`config.mk`:
```
export PLATFORM = sky130hd
export DESIGN_NAME = ccirq_top
export DESIGN_NICKNAME = d
export VERILOG_FILES = /design/src/hdl/ccirq_pkg.sv /design/src/hdl/ccirq_sw_if.sv /design/src/hdl/ccirq_switch.sv /design/src/hdl/ccirq_top.sv
export VERILOG_INCLUDE_DIRS = /design/src /design/src/hdl
export SDC_FILE = /design/constraint.sdc
export NUM_CORES = 1
export LEC_CHECK = 0
export ABC_AREA = 1
export BUFFER_PORTS_ARGS = -buffer_cell sky130_fd_sc_hd__buf_4
export CAP_MARGIN = 5
export CORE_MARGIN = 2
export CORE_UTILIZATION = 35
export CTS_CLUSTER_DIAMETER = 40
export DETAILED_ROUTE_END_ITERATION = 16
export HOLD_SLACK_MARGIN = 0.06
export PLACE_DENSITY = 0.63
export SLEW_MARGIN = 25
export SYNTH_ARGS = -nofsm -noshare
export SYNTH_HDL_FRONTEND = slang
export SYNTH_SLANG_ARGS = --single-unit
```
`constraint.sdc`:
```
create_clock -name clk -period 7.8 [get_ports clk]
set_clock_uncertainty 0.2 [all_clocks]
set_input_delay 0.78 -clock clk [delete_from_list [all_inputs] [get_ports clk]]
set_output_delay 0.78 -clock clk [all_outputs]
set_load 0.02 [all_outputs]
```
`src/hdl/ccirq_regs.svh`:
```
/*
  Register offsets, field positions, masks and reset values of the clock
  configuration and clock interrupt block.
  Assumes it is included by bare name from the design files.
*/
`ifndef CCIRQ_REGS_SVH
`define CCIRQ_REGS_SVH

// ==========================================================================
// Register offsets (byte addresses)
`define CCIRQ_OFF_CFG      8'h04
`define CCIRQ_OFF_INT      8'h08
`define CCIRQ_OFF_RST      8'h0c
`define CCIRQ_OFF_AUX      8'h2c

// ==========================================================================
// Reset values and masks
`define CCIRQ_RESET_VAL    32'h0000_0000
`define CCIRQ_CFG_NOSTORE  32'h0002_000c
`define CCIRQ_CFG_USB_MASK 32'h80c0_0000
`define CCIRQ_RST_MASK     32'hb038_fffd
`define CCIRQ_AUX_MASK     32'h6000_000f

// ==========================================================================
// Field positions
`define CCIRQ_CFG_PRDV_BIT 17
`define CCIRQ_CFG_PSEL_BIT 16
`define CCIRQ_AUX_ADC_BIT  29
`define CCIRQ_AUX_PRE_BIT  30
`define CCIRQ_INT_IEN_LSB  8
`define CCIRQ_INT_CLR_LSB  16
`define CCIRQ_STUCK_BIT    7

// ==========================================================================
// Bus responses
`define CCIRQ_RESP_OKAY    2'b00
`define CCIRQ_RESP_SLVERR  2'b10

`endif

```
`src/hdl/ccirq_pkg.sv`:
```
/*
  Types shared by the clock configuration block and its clock switch.
  Assumes nothing of its surroundings.
*/
package ccirq_pkg;
  // ========================================================================
  // Types
  typedef enum logic [1:0] {SW_IDLE, SW_WAIT} ccirq_sw_state_type;
  typedef enum logic [1:0] {
    SRC_RC8, SRC_XTAL, SRC_PLL, SRC_RSVD
  } ccirq_src_type;
endpackage : ccirq_pkg

```
`src/hdl/ccirq_sw_if.sv`:
```
/*
  Link between the register block and the system clock switch.
  Assumes both ends run on the same clock.
*/
`timescale 1ns/1ps
interface ccirq_sw_if;
  logic [1:0] target;
  logic [2:0] stable;
  logic       force_rc8;
  logic [1:0] status;
  modport ctrl (output target, output stable, output force_rc8,
                input status);
  modport sw   (input target, input stable, input force_rc8,
                output status);
endinterface : ccirq_sw_if

```
`src/hdl/ccirq_switch.sv`:
```
/*
  System clock switch: follows the requested source once it is stable.
  Assumes stable flags are synchronous and ordered rc8, crystal, pll.
*/
`timescale 1ns/1ps
module ccirq_switch
  import ccirq_pkg::*;
(
  // Clock and reset
  input wire logic  clk,
  input wire logic  arst_n,
  // Link to the register block
  ccirq_sw_if.sw    sw
);
  ccirq_sw_state_type state_reg, state_next;
  logic [1:0]         status_reg, status_next;

  // ========================================================================
  // Switch sequencing
  // Except on a forced switch to rc8, the old source keeps running until the
  // new one is stable; a code of three is reserved and never taken.
  always_comb begin
    state_next  = state_reg;
    status_next = status_reg;
    if (sw.force_rc8) begin
      status_next = SRC_RC8;
      state_next  = SW_IDLE;
    end else begin
      case (state_reg)
        SW_IDLE: begin
          if (sw.target != status_reg && sw.target != SRC_RSVD) begin
            state_next = SW_WAIT;
          end
        end
        SW_WAIT: begin
          if (sw.target == status_reg || sw.target == SRC_RSVD) begin
            state_next = SW_IDLE;
          end else if (sw.stable[sw.target]) begin
            status_next = sw.target;
            state_next  = SW_IDLE;
          end
        end
        default: state_next = SW_IDLE;
      endcase
    end
  end

  // State registers.
  always_ff @(posedge clk or negedge arst_n) begin
    if (!arst_n) begin
      state_reg  <= SW_IDLE;
      status_reg <= 2'h0;
    end else begin
      state_reg  <= state_next;
      status_reg <= status_next;
    end
  end

  assign sw.status = status_reg;
endmodule : ccirq_switch

```
`src/hdl/ccirq_top.sv`:
```
/*
  Clock configuration and clock interrupt registers behind AXI4-Lite.
  Assumes oscillator stable, stuck and wake inputs are synchronous to clk.
*/
`timescale 1ns/1ps
`include "ccirq_regs.svh"
module ccirq_top
  import ccirq_pkg::*;
#(
  parameter int ADDR_W = 8
) (
  // Clock and reset
  input  wire logic              clk,
  input  wire logic              arst_n,
  // AXI4-Lite slave
  input  wire logic [ADDR_W-1:0] s_axi_awaddr,
  input  wire logic              s_axi_awvalid,
  output logic                   s_axi_awready,
  input  wire logic [31:0]       s_axi_wdata,
  input  wire logic [3:0]        s_axi_wstrb,
  input  wire logic              s_axi_wvalid,
  output logic                   s_axi_wready,
  output logic [1:0]             s_axi_bresp,
  output logic                   s_axi_bvalid,
  input  wire logic              s_axi_bready,
  input  wire logic [ADDR_W-1:0] s_axi_araddr,
  input  wire logic              s_axi_arvalid,
  output logic                   s_axi_arready,
  output logic [31:0]            s_axi_rdata,
  output logic [1:0]             s_axi_rresp,
  output logic                   s_axi_rvalid,
  input  wire logic              s_axi_rready,
  // Oscillator and power events
  input  wire logic [6:0]        src_stable,
  input  wire logic              fast_crystal_stuck,
  input  wire logic              low_power_exit,
  input  wire logic              usb_hs_clk_en,
  // Clock tree settings
  output logic [1:0]             sysclk_sel,
  output logic [9:0]             ahb_divisor,
  output logic [4:0]             apb1_divisor,
  output logic [4:0]             apb2_divisor,
  output logic                   adc_from_ahb,
  output logic [4:0]             adc_divisor,
  output logic [3:0]             usb_hs_div_half,
  output logic [7:0]             pll_mult_half,
  output logic [1:0]             pll_source,
  output logic [3:0]             pll_input_predivider,
  output logic [3:0]             clkout_select,
  output logic                   clkout_enable,
  // Resets and interrupts
  output logic [31:0]            apb2_periph_reset,
  output logic                   clock_irq,
  output logic                   clock_nmi
);
  ccirq_sw_if swl ();

  // ========================================================================
  // Decoders
  function automatic logic [9:0] f_ahb(input logic [3:0] c);
    logic [3:0] sh;
    sh = c[2] ? {2'h0, c[1:0]} + 4'h6 : {2'h0, c[1:0]} + 4'h1;
    return c[3] ? (10'h001 << sh) : 10'h001;
  endfunction : f_ahb

  function automatic logic [4:0] f_apb(input logic [2:0] c);
    return c[2] ? (5'h02 << c[1:0]) : 5'h01;
  endfunction : f_apb

  function automatic logic [4:0] f_adc(input logic [3:0] c);
    logic [4:0] d;
    d = 5'h02;
    case (c)
      4'h0, 4'h4: d = 5'h02;
      4'h1:       d = 5'h04;
      4'h2:       d = 5'h06;
      4'h3, 4'h6: d = 5'h08;
      4'h5:       d = 5'h0c;
      4'h7:       d = 5'h10;
      default: begin
        case (c[1:0])
          2'h0:    d = 5'h05;
          2'h1:    d = 5'h06;
          2'h2:    d = 5'h0a;
          default: d = 5'h14;
        endcase
      end
    endcase
    return d;
  endfunction : f_adc

  // Divisor counted in halves, so 1.5 reads as 3.
  function automatic logic [3:0] f_usb(input logic [2:0] c);
    logic [3:0] d;
    case (c)
      3'h0:    d = 4'h3;
      3'h1:    d = 4'h2;
      3'h2:    d = 4'h5;
      3'h3:    d = 4'h4;
      3'h4:    d = 4'h6;
      3'h5:    d = 4'h7;
      default: d = 4'h8;
    endcase
    return d;
  endfunction : f_usb

  // Multiplier counted in halves, so 6.5 reads as 13.
  function automatic logic [7:0] f_mult(input logic [5:0] c);
    logic [7:0] d;
    if (c <= 6'h0c) begin
      d = {1'b0, c, 1'b0} + 8'h04;
    end else if (c == 6'h0d) begin
      d = 8'h0d;
    end else if (c <= 6'h0f) begin
      d = 8'h20;
    end else begin
      d = {1'b0, c, 1'b0} + 8'h02;
    end
    return d;
  endfunction : f_mult

  function automatic logic [31:0] f_mask(input logic [3:0] s);
    return {{8{s[3]}}, {8{s[2]}}, {8{s[1]}}, {8{s[0]}}};
  endfunction : f_mask

  // ========================================================================
  // Registers and bus state
  logic [31:0]       cfg_reg, cfg_next, aux_reg, aux_next;
  logic [31:0]       rst_reg, rst_next, rdata_reg, rdata_next;
  logic [6:0]        ien_reg, ien_next, prev_reg, prev_next;
  logic [7:0]        flag_reg, flag_next, flag_set, flag_clr;
  logic [ADDR_W-1:0] awaddr_reg, awaddr_next;
  logic [31:0]       wdata_reg, wdata_next;
  logic [3:0]        wstrb_reg, wstrb_next;
  logic              awh_reg, awh_next, wh_reg, wh_next;
  logic              bvalid_reg, bvalid_next, rvalid_reg, rvalid_next;
  logic              arready_reg, arready_next, awready_reg, wready_reg;
  logic [1:0]        bresp_reg, bresp_next, rresp_reg, rresp_next;
  logic [9:0]        ahb_reg;
  logic [4:0]        apb1_reg, apb2_reg, adcd_reg;
  logic [3:0]        usb_reg, clko_reg;
  logic [7:0]        mult_reg;
  logic [1:0]        psrc_reg;
  logic              adc_ahb_reg, clken_reg, irq_reg, nmi_reg;
  logic              wr_fire, force_rc8, xtal_in_use;
  logic [31:0]       wmask;
  logic [3:0]        adc_code;

  assign wr_fire = awh_reg & wh_reg & ~bvalid_reg;
  assign wmask   = f_mask(wstrb_reg);

  // The crystal feeds the system clock directly or through the PLL.
  assign xtal_in_use = swl.status == SRC_XTAL ||
    (swl.status == SRC_PLL && cfg_reg[`CCIRQ_CFG_PSEL_BIT] &&
     !aux_reg[`CCIRQ_AUX_PRE_BIT]);
  assign force_rc8 = low_power_exit | (fast_crystal_stuck & xtal_in_use);

  assign swl.target    = cfg_reg[1:0];
  assign swl.stable    = {src_stable[4], src_stable[3], src_stable[2]};
  assign swl.force_rc8 = force_rc8;

  ccirq_switch u_switch (
    .clk    (clk),
    .arst_n (arst_n),
    .sw     (swl.sw)
  );

  // Flag set per source: only on a rising stable level with enable on.
  for (genvar i = 0; i < 7; i++) begin : g_flag
    assign flag_set[i] = src_stable[i] & ~prev_reg[i] & ien_reg[i];
  end
  assign flag_set[`CCIRQ_STUCK_BIT] = fast_crystal_stuck;

  // ========================================================================
  // Register writes, flags and bus handshake
  always_comb begin
    cfg_next    = cfg_reg;
    aux_next    = aux_reg;
    rst_next    = rst_reg;
    ien_next    = ien_reg;
    flag_clr    = 8'h00;
    awaddr_next = awaddr_reg;
    wdata_next  = wdata_reg;
    wstrb_next  = wstrb_reg;
    awh_next    = awh_reg;
    wh_next     = wh_reg;
    bvalid_next = bvalid_reg;
    bresp_next  = bresp_reg;
    if (s_axi_awvalid && s_axi_awready) begin
      awaddr_next = s_axi_awaddr;
      awh_next    = 1'b1;
    end
    if (s_axi_wvalid && s_axi_wready) begin
      wdata_next = s_axi_wdata;
      wstrb_next = s_axi_wstrb;
      wh_next    = 1'b1;
    end
    if (wr_fire) begin
      awh_next    = 1'b0;
      wh_next     = 1'b0;
      bvalid_next = 1'b1;
      bresp_next  = `CCIRQ_RESP_OKAY;
      case ({awaddr_reg[ADDR_W-1:2], 2'h0})
        `CCIRQ_OFF_CFG: begin
          cfg_next = ((cfg_reg & ~wmask) | (wdata_reg & wmask))
                     & ~`CCIRQ_CFG_NOSTORE;
          if (usb_hs_clk_en) begin
            cfg_next = (cfg_next & ~`CCIRQ_CFG_USB_MASK) |
                       (cfg_reg & `CCIRQ_CFG_USB_MASK);
          end
          if (wstrb_reg[2]) begin
            aux_next[0] = wdata_reg[`CCIRQ_CFG_PRDV_BIT];
          end
        end
        `CCIRQ_OFF_AUX: aux_next = ((aux_reg & ~wmask) |
                                   (wdata_reg & wmask)) & `CCIRQ_AUX_MASK;
        `CCIRQ_OFF_INT: begin
          if (wstrb_reg[1]) begin
            ien_next = wdata_reg[`CCIRQ_INT_IEN_LSB +: 7];
          end
          if (wstrb_reg[2]) begin
            flag_clr = wdata_reg[`CCIRQ_INT_CLR_LSB +: 8];
          end
        end
        `CCIRQ_OFF_RST: rst_next = ((rst_reg & ~wmask) |
                                   (wdata_reg & wmask)) & `CCIRQ_RST_MASK;
        default: bresp_next = `CCIRQ_RESP_SLVERR;
      endcase
    end else if (bvalid_reg && s_axi_bready) begin
      bvalid_next = 1'b0;
    end
    if (force_rc8) begin
      cfg_next[1:0] = SRC_RC8;
    end
    // A set in the same cycle as its clear wins.
    flag_next = (flag_reg & ~flag_clr) | flag_set;
    prev_next = src_stable;
  end

  // ========================================================================
  // Read path
  always_comb begin
    rdata_next   = rdata_reg;
    rresp_next   = rresp_reg;
    rvalid_next  = rvalid_reg;
    arready_next = arready_reg;
    if (s_axi_arvalid && arready_reg) begin
      rvalid_next  = 1'b1;
      arready_next = 1'b0;
      rresp_next   = `CCIRQ_RESP_OKAY;
      rdata_next   = 32'h0000_0000;
      case ({s_axi_araddr[ADDR_W-1:2], 2'h0})
        `CCIRQ_OFF_CFG: begin
          rdata_next = cfg_reg;
          rdata_next[`CCIRQ_CFG_PRDV_BIT] = aux_reg[0];
          rdata_next[3:2] = swl.status;
        end
        `CCIRQ_OFF_INT: rdata_next = {17'h00000, ien_reg, flag_reg};
        `CCIRQ_OFF_RST: rdata_next = rst_reg;
        `CCIRQ_OFF_AUX: rdata_next = aux_reg;
        default: rresp_next = `CCIRQ_RESP_SLVERR;
      endcase
    end else if (rvalid_reg && s_axi_rready) begin
      rvalid_next  = 1'b0;
      arready_next = 1'b1;
    end
  end

  assign adc_code = {aux_next[`CCIRQ_AUX_ADC_BIT], cfg_next[28],
                     cfg_next[15:14]};

  // All registers; decoded settings are registered from next values so
  // every output leaves a flip-flop.
  always_ff @(posedge clk or negedge arst_n) begin
    if (!arst_n) begin
      cfg_reg     <= `CCIRQ_RESET_VAL;
      aux_reg     <= `CCIRQ_RESET_VAL;
      rst_reg     <= `CCIRQ_RESET_VAL;
      ien_reg     <= 7'h00;
      flag_reg    <= 8'h00;
      prev_reg    <= 7'h00;
      awaddr_reg  <= '0;
      wdata_reg   <= 32'h0000_0000;
      wstrb_reg   <= 4'h0;
      awh_reg     <= 1'b0;
      wh_reg      <= 1'b0;
      bvalid_reg  <= 1'b0;
      bresp_reg   <= 2'h0;
      rvalid_reg  <= 1'b0;
      rresp_reg   <= 2'h0;
      rdata_reg   <= 32'h0000_0000;
      arready_reg <= 1'b1;
      awready_reg <= 1'b1;
      wready_reg  <= 1'b1;
      ahb_reg     <= 10'h001;
      apb1_reg    <= 5'h01;
      apb2_reg    <= 5'h01;
      adcd_reg    <= 5'h02;
      adc_ahb_reg <= 1'b0;
      usb_reg     <= 4'h3;
      mult_reg    <= 8'h04;
      psrc_reg    <= 2'h0;
      clko_reg    <= 4'h0;
      clken_reg   <= 1'b0;
      irq_reg     <= 1'b0;
      nmi_reg     <= 1'b0;
    end else begin
      cfg_reg     <= cfg_next;
      aux_reg     <= aux_next;
      rst_reg     <= rst_next;
      ien_reg     <= ien_next;
      flag_reg    <= flag_next;
      prev_reg    <= prev_next;
      awaddr_reg  <= awaddr_next;
      wdata_reg   <= wdata_next;
      wstrb_reg   <= wstrb_next;
      awh_reg     <= awh_next;
      wh_reg      <= wh_next;
      bvalid_reg  <= bvalid_next;
      bresp_reg   <= bresp_next;
      rvalid_reg  <= rvalid_next;
      rresp_reg   <= rresp_next;
      rdata_reg   <= rdata_next;
      arready_reg <= arready_next;
      awready_reg <= ~awh_next & ~bvalid_next;
      wready_reg  <= ~wh_next & ~bvalid_next;
      ahb_reg     <= f_ahb(cfg_next[7:4]);
      apb1_reg    <= f_apb(cfg_next[10:8]);
      apb2_reg    <= f_apb(cfg_next[13:11]);
      adcd_reg    <= f_adc(adc_code);
      adc_ahb_reg <= adc_code[3];
      usb_reg     <= f_usb({cfg_next[31], cfg_next[23:22]});
      mult_reg    <= f_mult({cfg_next[30:29], cfg_next[21:18]});
      psrc_reg    <= !cfg_next[`CCIRQ_CFG_PSEL_BIT] ? 2'h0 :
                     (aux_next[`CCIRQ_AUX_PRE_BIT] ? 2'h2 : 2'h1);
      clko_reg    <= cfg_next[27:24];
      clken_reg   <= cfg_next[27:26] != 2'h0 && cfg_next[27:24] != 4'hf;
      irq_reg     <= |flag_next[6:0];
      nmi_reg     <= flag_next[`CCIRQ_STUCK_BIT];
    end
  end

  // ========================================================================
  // Outputs
  assign s_axi_awready        = awready_reg;
  assign s_axi_wready         = wready_reg;
  assign s_axi_bvalid         = bvalid_reg;
  assign s_axi_bresp          = bresp_reg;
  assign s_axi_arready        = arready_reg;
  assign s_axi_rvalid         = rvalid_reg;
  assign s_axi_rresp          = rresp_reg;
  assign s_axi_rdata          = rdata_reg;
  assign sysclk_sel           = swl.status;
  assign ahb_divisor          = ahb_reg;
  assign apb1_divisor         = apb1_reg;
  assign apb2_divisor         = apb2_reg;
  assign adc_from_ahb         = adc_ahb_reg;
  assign adc_divisor          = adcd_reg;
  assign usb_hs_div_half      = usb_reg;
  assign pll_mult_half        = mult_reg;
  assign pll_source           = psrc_reg;
  assign pll_input_predivider = aux_reg[3:0];
  assign clkout_select        = clko_reg;
  assign clkout_enable        = clken_reg;
  assign apb2_periph_reset    = rst_reg;
  assign clock_irq            = irq_reg;
  assign clock_nmi            = nmi_reg;
endmodule : ccirq_top

```
---- Word-level counts from Yosys, hierarchy flattened ----
Index checks and enable logic that the tools add are counted.
cells by class
  add/sub/neg operators ................... 4
  multiply operators ...................... 0
  divide/modulo/power cells ............... 0
  magnitude comparators ................... 3
  equal/unequal tests ..................... 35
  shift operators ......................... 3
  mux-type cells .......................... 47
  bitwise gates (word level) .............. 43
  reduce and logical (&&, ||, !) cells .... 36
operators by type and width
  cell                                                            number
  one-hot mux 32 bit (4 select lines)                             1
  bitwise AND 32 bit                                              3
  2-to-1 mux 32 bit                                               3
  bitwise OR 32 bit                                               2
  2-to-1 mux 8 bit                                                6
  inverter 32 bit                                                 1
  bitwise OR 31 x 32 -> 32 bit                                    1
  bitwise AND 31 bit                                              1
  2-to-1 mux 31 bit                                               1
  bitwise OR 31 bit                                               1
  2-to-1 mux 30 bit                                               1
  one-hot mux 5 bit (6 select lines)                              1
  2-to-1 mux 2 bit                                                13
  equality test 6 x 2 -> 1 bit, second input constant             4
  one-hot mux 4 bit (6 select lines)                              1
  bitwise AND 1 bit                                               19
  equality test 6 x 4 -> 1 bit, second input constant             3
  equality test 4 x 3 -> 1 bit, second input constant             4
  one-hot mux 5 bit (3 select lines)                              1
  nonzero test 2 bit                                              7
  equality test 6 x 1 -> 1 bit, second input constant             2
  less-or-equal comparator 6 x 4 -> 1 bit, second input constant  2
  2-to-1 mux 1 bit                                                12
  inverter 1 bit                                                  11
  41 further kinds                                                70
word-level totals
  register bits after elaboration ......... 219
  latch bits .............................. 0
  bits in writable memories ............... 0
  memory bits (read-only) ................. 0
  bits of input ports ..................... 69
  logic and storage cells ................. 208
  memories ................................ 0

---- Longest topological paths before layout ----
  depth after elaboration ................. 11
  depth in mapped cells ................... 15
  mapped depth without buffers ............ 14

---- Hierarchy ----
Synthesis repeated with hierarchy kept, for this count alone.
second synthesis, totals
  cell total of the unflattened synthesis .. 977
  area, all modules ....................... 8901.0 sq um
modules (own cells, without submodules)
  module        times used  cells an instance  area an instance (sq um)  sequential area each (sq um)
  ccirq_top     1           944                8675.8                    5067.4
  ccirq_switch  1           33                 225.2                     75.1

---- Least setup slack after synthesis ----
No wires, ideal clock.
  path kind ............................... register -> register
  from .................................... register bvalid_reg (netlist: s_axi_bvalid)
  to ...................................... register adcd_reg[0] (netlist: adc_divisor[0])
  data arrival time ....................... 2.556 ns
  setup slack ............................. 4.973 ns
  stages on the path, launching flop included .. 15
  cells stage by stage .................... dfrtp_1 inv_1 nand3_4 nor2_1 nand2_1 buf_2 o21ai_0 inv_1 ha_1 or2_2 nand3_1 nand2_1 inv_1 nand2_1 nor2_1
on the way
  longest elaborated chain between the ends .. 6
  elaborated cells between the ends (all ways) .. 19
RTL lines
  element                                                                   RTL line          text
  start: declaration                                                        ccirq_top.sv:136  logic bvalid_reg, bvalid_next, rvalid_reg, rvalid_next;
  start signal: assignment                                                  ccirq_top.sv:319  bvalid_reg <= bvalid_next;
  inverter 1 bit *                                                          ccirq_top.sv:149  assign wr_fire = awh_reg & wh_reg & ~bvalid_reg;
  bitwise AND 1 bit *                                                       ccirq_top.sv:149
  2-to-1 mux 32 bit *                                                       ccirq_top.sv:198  if (wr_fire) begin
  via adc_code[0]                                                           ccirq_top.sv:147  logic [3:0] adc_code;
  equality test 2 bit (tied with other cells)                               ccirq_top.sv:81   case (c[1:0])
  one-hot mux 5 bit (3 select lines) or OR reduction 2 bit (tied branches)  --
  one-hot mux 5 bit (6 select lines) *                                      ccirq_top.sv:73   case (c)
  end signal: assignment                                                    ccirq_top.sv:330  adcd_reg <= f_adc(adc_code);
  end: declaration                                                          ccirq_top.sv:140  logic [4:0] apb1_reg, apb2_reg, adcd_reg;
Mark *: on every way through the listed nets, which the timed path passes. The rest lies on a longest branch. The select of a mux whose other input is x is not followed.
A chain may end at the register's enable or synchronous reset.

---- Worst setup path after layout ----
  from .................................... register awaddr_reg[3]
  to ...................................... register adcd_reg[4] (netlist: adc_divisor[4])
on the way
  longest elaborated chain between the ends .. 6
  elaborated cells between the ends (all ways) .. 21
RTL lines
  element                                                                   RTL line          text
  start: declaration                                                        ccirq_top.sv:132  logic [ADDR_W-1:0] awaddr_reg, awaddr_next;
  start signal: assignment                                                  ccirq_top.sv:314  awaddr_reg <= awaddr_next;
  equality test 6 x 1 -> 1 bit *                                            ccirq_top.sv:203  case ({awaddr_reg[ADDR_W-1:2], 2'h0})
  2-to-1 mux 32 bit *                                                       ccirq_top.sv:203
  2-to-1 mux 32 bit *                                                       ccirq_top.sv:198
  via adc_code[0]                                                           ccirq_top.sv:147
  equality test 2 bit (tied with other cells)                               ccirq_top.sv:81
  one-hot mux 5 bit (3 select lines) or OR reduction 2 bit (tied branches)  --
  one-hot mux 5 bit (6 select lines) *                                      ccirq_top.sv:73
Marks and branches as above.

==> metrics.txt <==
Placed Area=10,300 um2; Max-Cap Viols=0; initial core utilization=35.7%; NumNets Final=1,205; DRC viols=0; WHS=0.0546 ns; Placed Cells=1,421; post-synthesis register bit count=between 200 and 250; Worst-Skew Late Latency=0.52 ns; cells along the critical path=inv_1, nand2_1, nor2_8, nand2_1, o21ai_0, inv_1, ha_1, or2_2, nand3_1, nand2_1, inv_1, nand3_1, nand2_1; Gate power share=29.6%; M1 wire length=10.6 mm; Int Power=between 2000 and 2500 uW; Worst path most repeated cell=nand2_1; ys async rst share=100%; maximum vdd drop=153 uV; Critical Path Start Type=register; CTS H-tree depth=1; Clk pin slew, worst setup/hold paths=0.06 ns; number of global-route vias before repair=6,905; average wire per standard cell=approximately 16 um; drt first pass iters=5; cts bufs inserted=27; hpwl dp=approximately 17 mm; vias after detailed routing=around 7,000; WL final=23.8 mm; final instance area=~11,000 um2; register area share after synthesis=59.1%; Die ar.=~26,000 um2; met3 WL=1.60 mm; clk buf depth=3; status=completed; Total GRT Usage=18.6%; commonest cells after routing, fill and taps aside=nand2_1, dfrtp_1, buf_4; Final period util=~43%; final non-filler cell total=1,471; Detail Route Antenna Nets=0; PostCTS Resize Cnt=0; clock share of power=29.8%; switching portion of total power=roughly 36%; library cells used by synthesis=47; crit-path max FO=16; clock sinks=205; Reg power frac=around two fifths; setup TNS=0 ns; Util after Layout=45.7%; Setup-failing EPs final=0; mean post-synth cell area=roughly 9 um2; largest net degree at the start of global routing=between 70 and 80; RSZ-0062 raised after global routing=false; Area Overhead vs Synth=28.3%; Ys Warns=0; Arrival @ worst endpoint=3.59 ns; Mapped Area=8700 um2; Die Wd=162 um; Met2 Wirelength=11.0 mm; Final Hold Fails=0; core area=24,400 um2; most common cell after layout, fill and taps aside=nand2_1; Post-CTS Repair Setup Buffers=0; Slew headroom=47.3%; Slowest cell on crit path=o21ai_0; max layer used=met4; Pleak=roughly 0.006 uW; number of synthesized flops with an enable pin=0; ANT cells=0; first-pass GRT wire length=38.1 mm; share of cells above drive strength 1=24.7%; Slew Viols, Final=0; Die Ht=about 160 um; Mapped Cells=between 900 and 1,000; total net switching power=1400 uW; I/O Buffers=177; Final Critical Period=3.33 ns; GP Congestion=0.891; max frequency=300 MHz; drt first-iter violations=422; Hold Path Class=input port to async pin; Crit path largest cell delay=0.63 ns; I/O pin cnt=195; CTS tree=yes; Setup crit end kind=register; global route total overflow=0; row count=57; Critical Path RT=slightly above 8 ns; PwrDens=around 340 nW/um2; initial antenna violation count=0; Clk Tree Root Cell=clkbuf_16; Synth Flop Type=dfrtp_1; vias per cell=about 4.6; crit path kind=register to register; hold buffers post-CTS=0; worst slew pin tran=0.791 ns
-- through the flow --
stage,power (uW),setup WS [ns]
floorplan,2290,4.97
CTS,3870,4.42
global route,4100,4.05
detailed placement,2710,4.42
finish,3840,4.47
global placement,2680,4.49
-- worst paths after layout --
kind / to / from / slack, ns / depth (start not counted)
worst max register to register: adc_divisor[4]$_DFF_PN0_ / awaddr_reg[3]$_DFFE_PN0P_ / 4.47 / 13
worst min register to register: s_axi_rdata[12]$_DFFE_PN0P_ / s_axi_rdata[12]$_DFFE_PN0P_ / 0.28 / 2
min in group clk: prev_reg[6]$_DFF_PN0_ / src_stable[6] / 0.17 / 1
worst min-delay path: awh_reg$_DFF_PN0_ / arst_n / 0.05 / 1
max in group asynchronous: wdata_reg[26]$_DFFE_PN0P_ / arst_n / 6.09 / 2
worst max-delay path: adc_divisor[4]$_DFF_PN0_ / awaddr_reg[3]$_DFFE_PN0P_ / 4.47 / 13
-- routing by layer --
layer | GRT usage, % | vias up
li1 | - | 3353
met1 | 25.6 | 3217
met2 | 30.1 | 220
met3 | 3.24 | 38
met4 | 5.71 | 0
met5 | 0 | -
-- critical path, delay by kind of cell (launching register included) --
family | cells | cell delay, ns
and+or+nand+nor | 8 | 1.37
AOI/OAI and AO/OA | 1 | 0.63
DFF | 1 | 0.39
buffers and inverters | 3 | 0.38
adders and majority gates | 1 | 0.27
-- final cells by class --
| type | instances | area, um2 |
|---|---|---|
| Clock inverter | 13 | 103 |
| Tap cell | 324 | 405 |
| Sequential cell | 205 | 5140 |
| Inverter | 111 | 417 |
| Timing Repair Buffer | 186 | 1420 |
| Clock buffer | 36 | 739 |
| Multi-Input combinational cell | 596 | 2930 |
| Fill cell | 2387 | 13200 |
-- kinds of logic (layout without fill, tap and decap cells) --
| group | count (synthesis) | in the layout | synth area share [%] |
|---|---|---|---|
| flops | 205 | 205 | 59.1 |
| simple gates | 406 | 406 | 19.9 |
| mux | 5 | 5 | 0.647 |
| xor+xnor | 3 | 3 | 0.389 |
| compound gates | 160 | 160 | 10.8 |
| buf+inv | 157 | 346 | 7.84 |
| other cells | 1 | 13 | 0.0431 |
| fa+ha+maj | 9 | 9 | 1.29 |
-- power groups by stage --
stage	Combinational [uW]	Clock, uW	Sequential (uW)
after floorplan	663	0	1630
after global routing	1290	1220	1600
after CTS	1150	1170	1560
final	1130	1140	1560
after detailed placement	1140	0	1570
after global placement	1120	0	1570
-- synthesized netlist by cell type, drive strengths merged, types with 2 or more instances --
cell	count	share of area [%]
o211ai	2	0.17
mux2	5	0.65
a21oi	26	1.5
a221oi	6	0.60
inv	111	4.8
nand2	285	13
o21ai	106	6.8
a22oi	10	0.86
nand3	40	2.4
nor3	3	0.17
dfstp	10	3.0
nor3b	3	0.26
buf	28	2.3
nor2	67	3.6
o21a	2	0.17
ha	9	1.3
xor2	2	0.29
dfrtp	195	56
nand4	2	0.14
clkbuf	18	0.78
o31ai	4	0.35
Note: power is estimated with default switching activity, not from simulation.
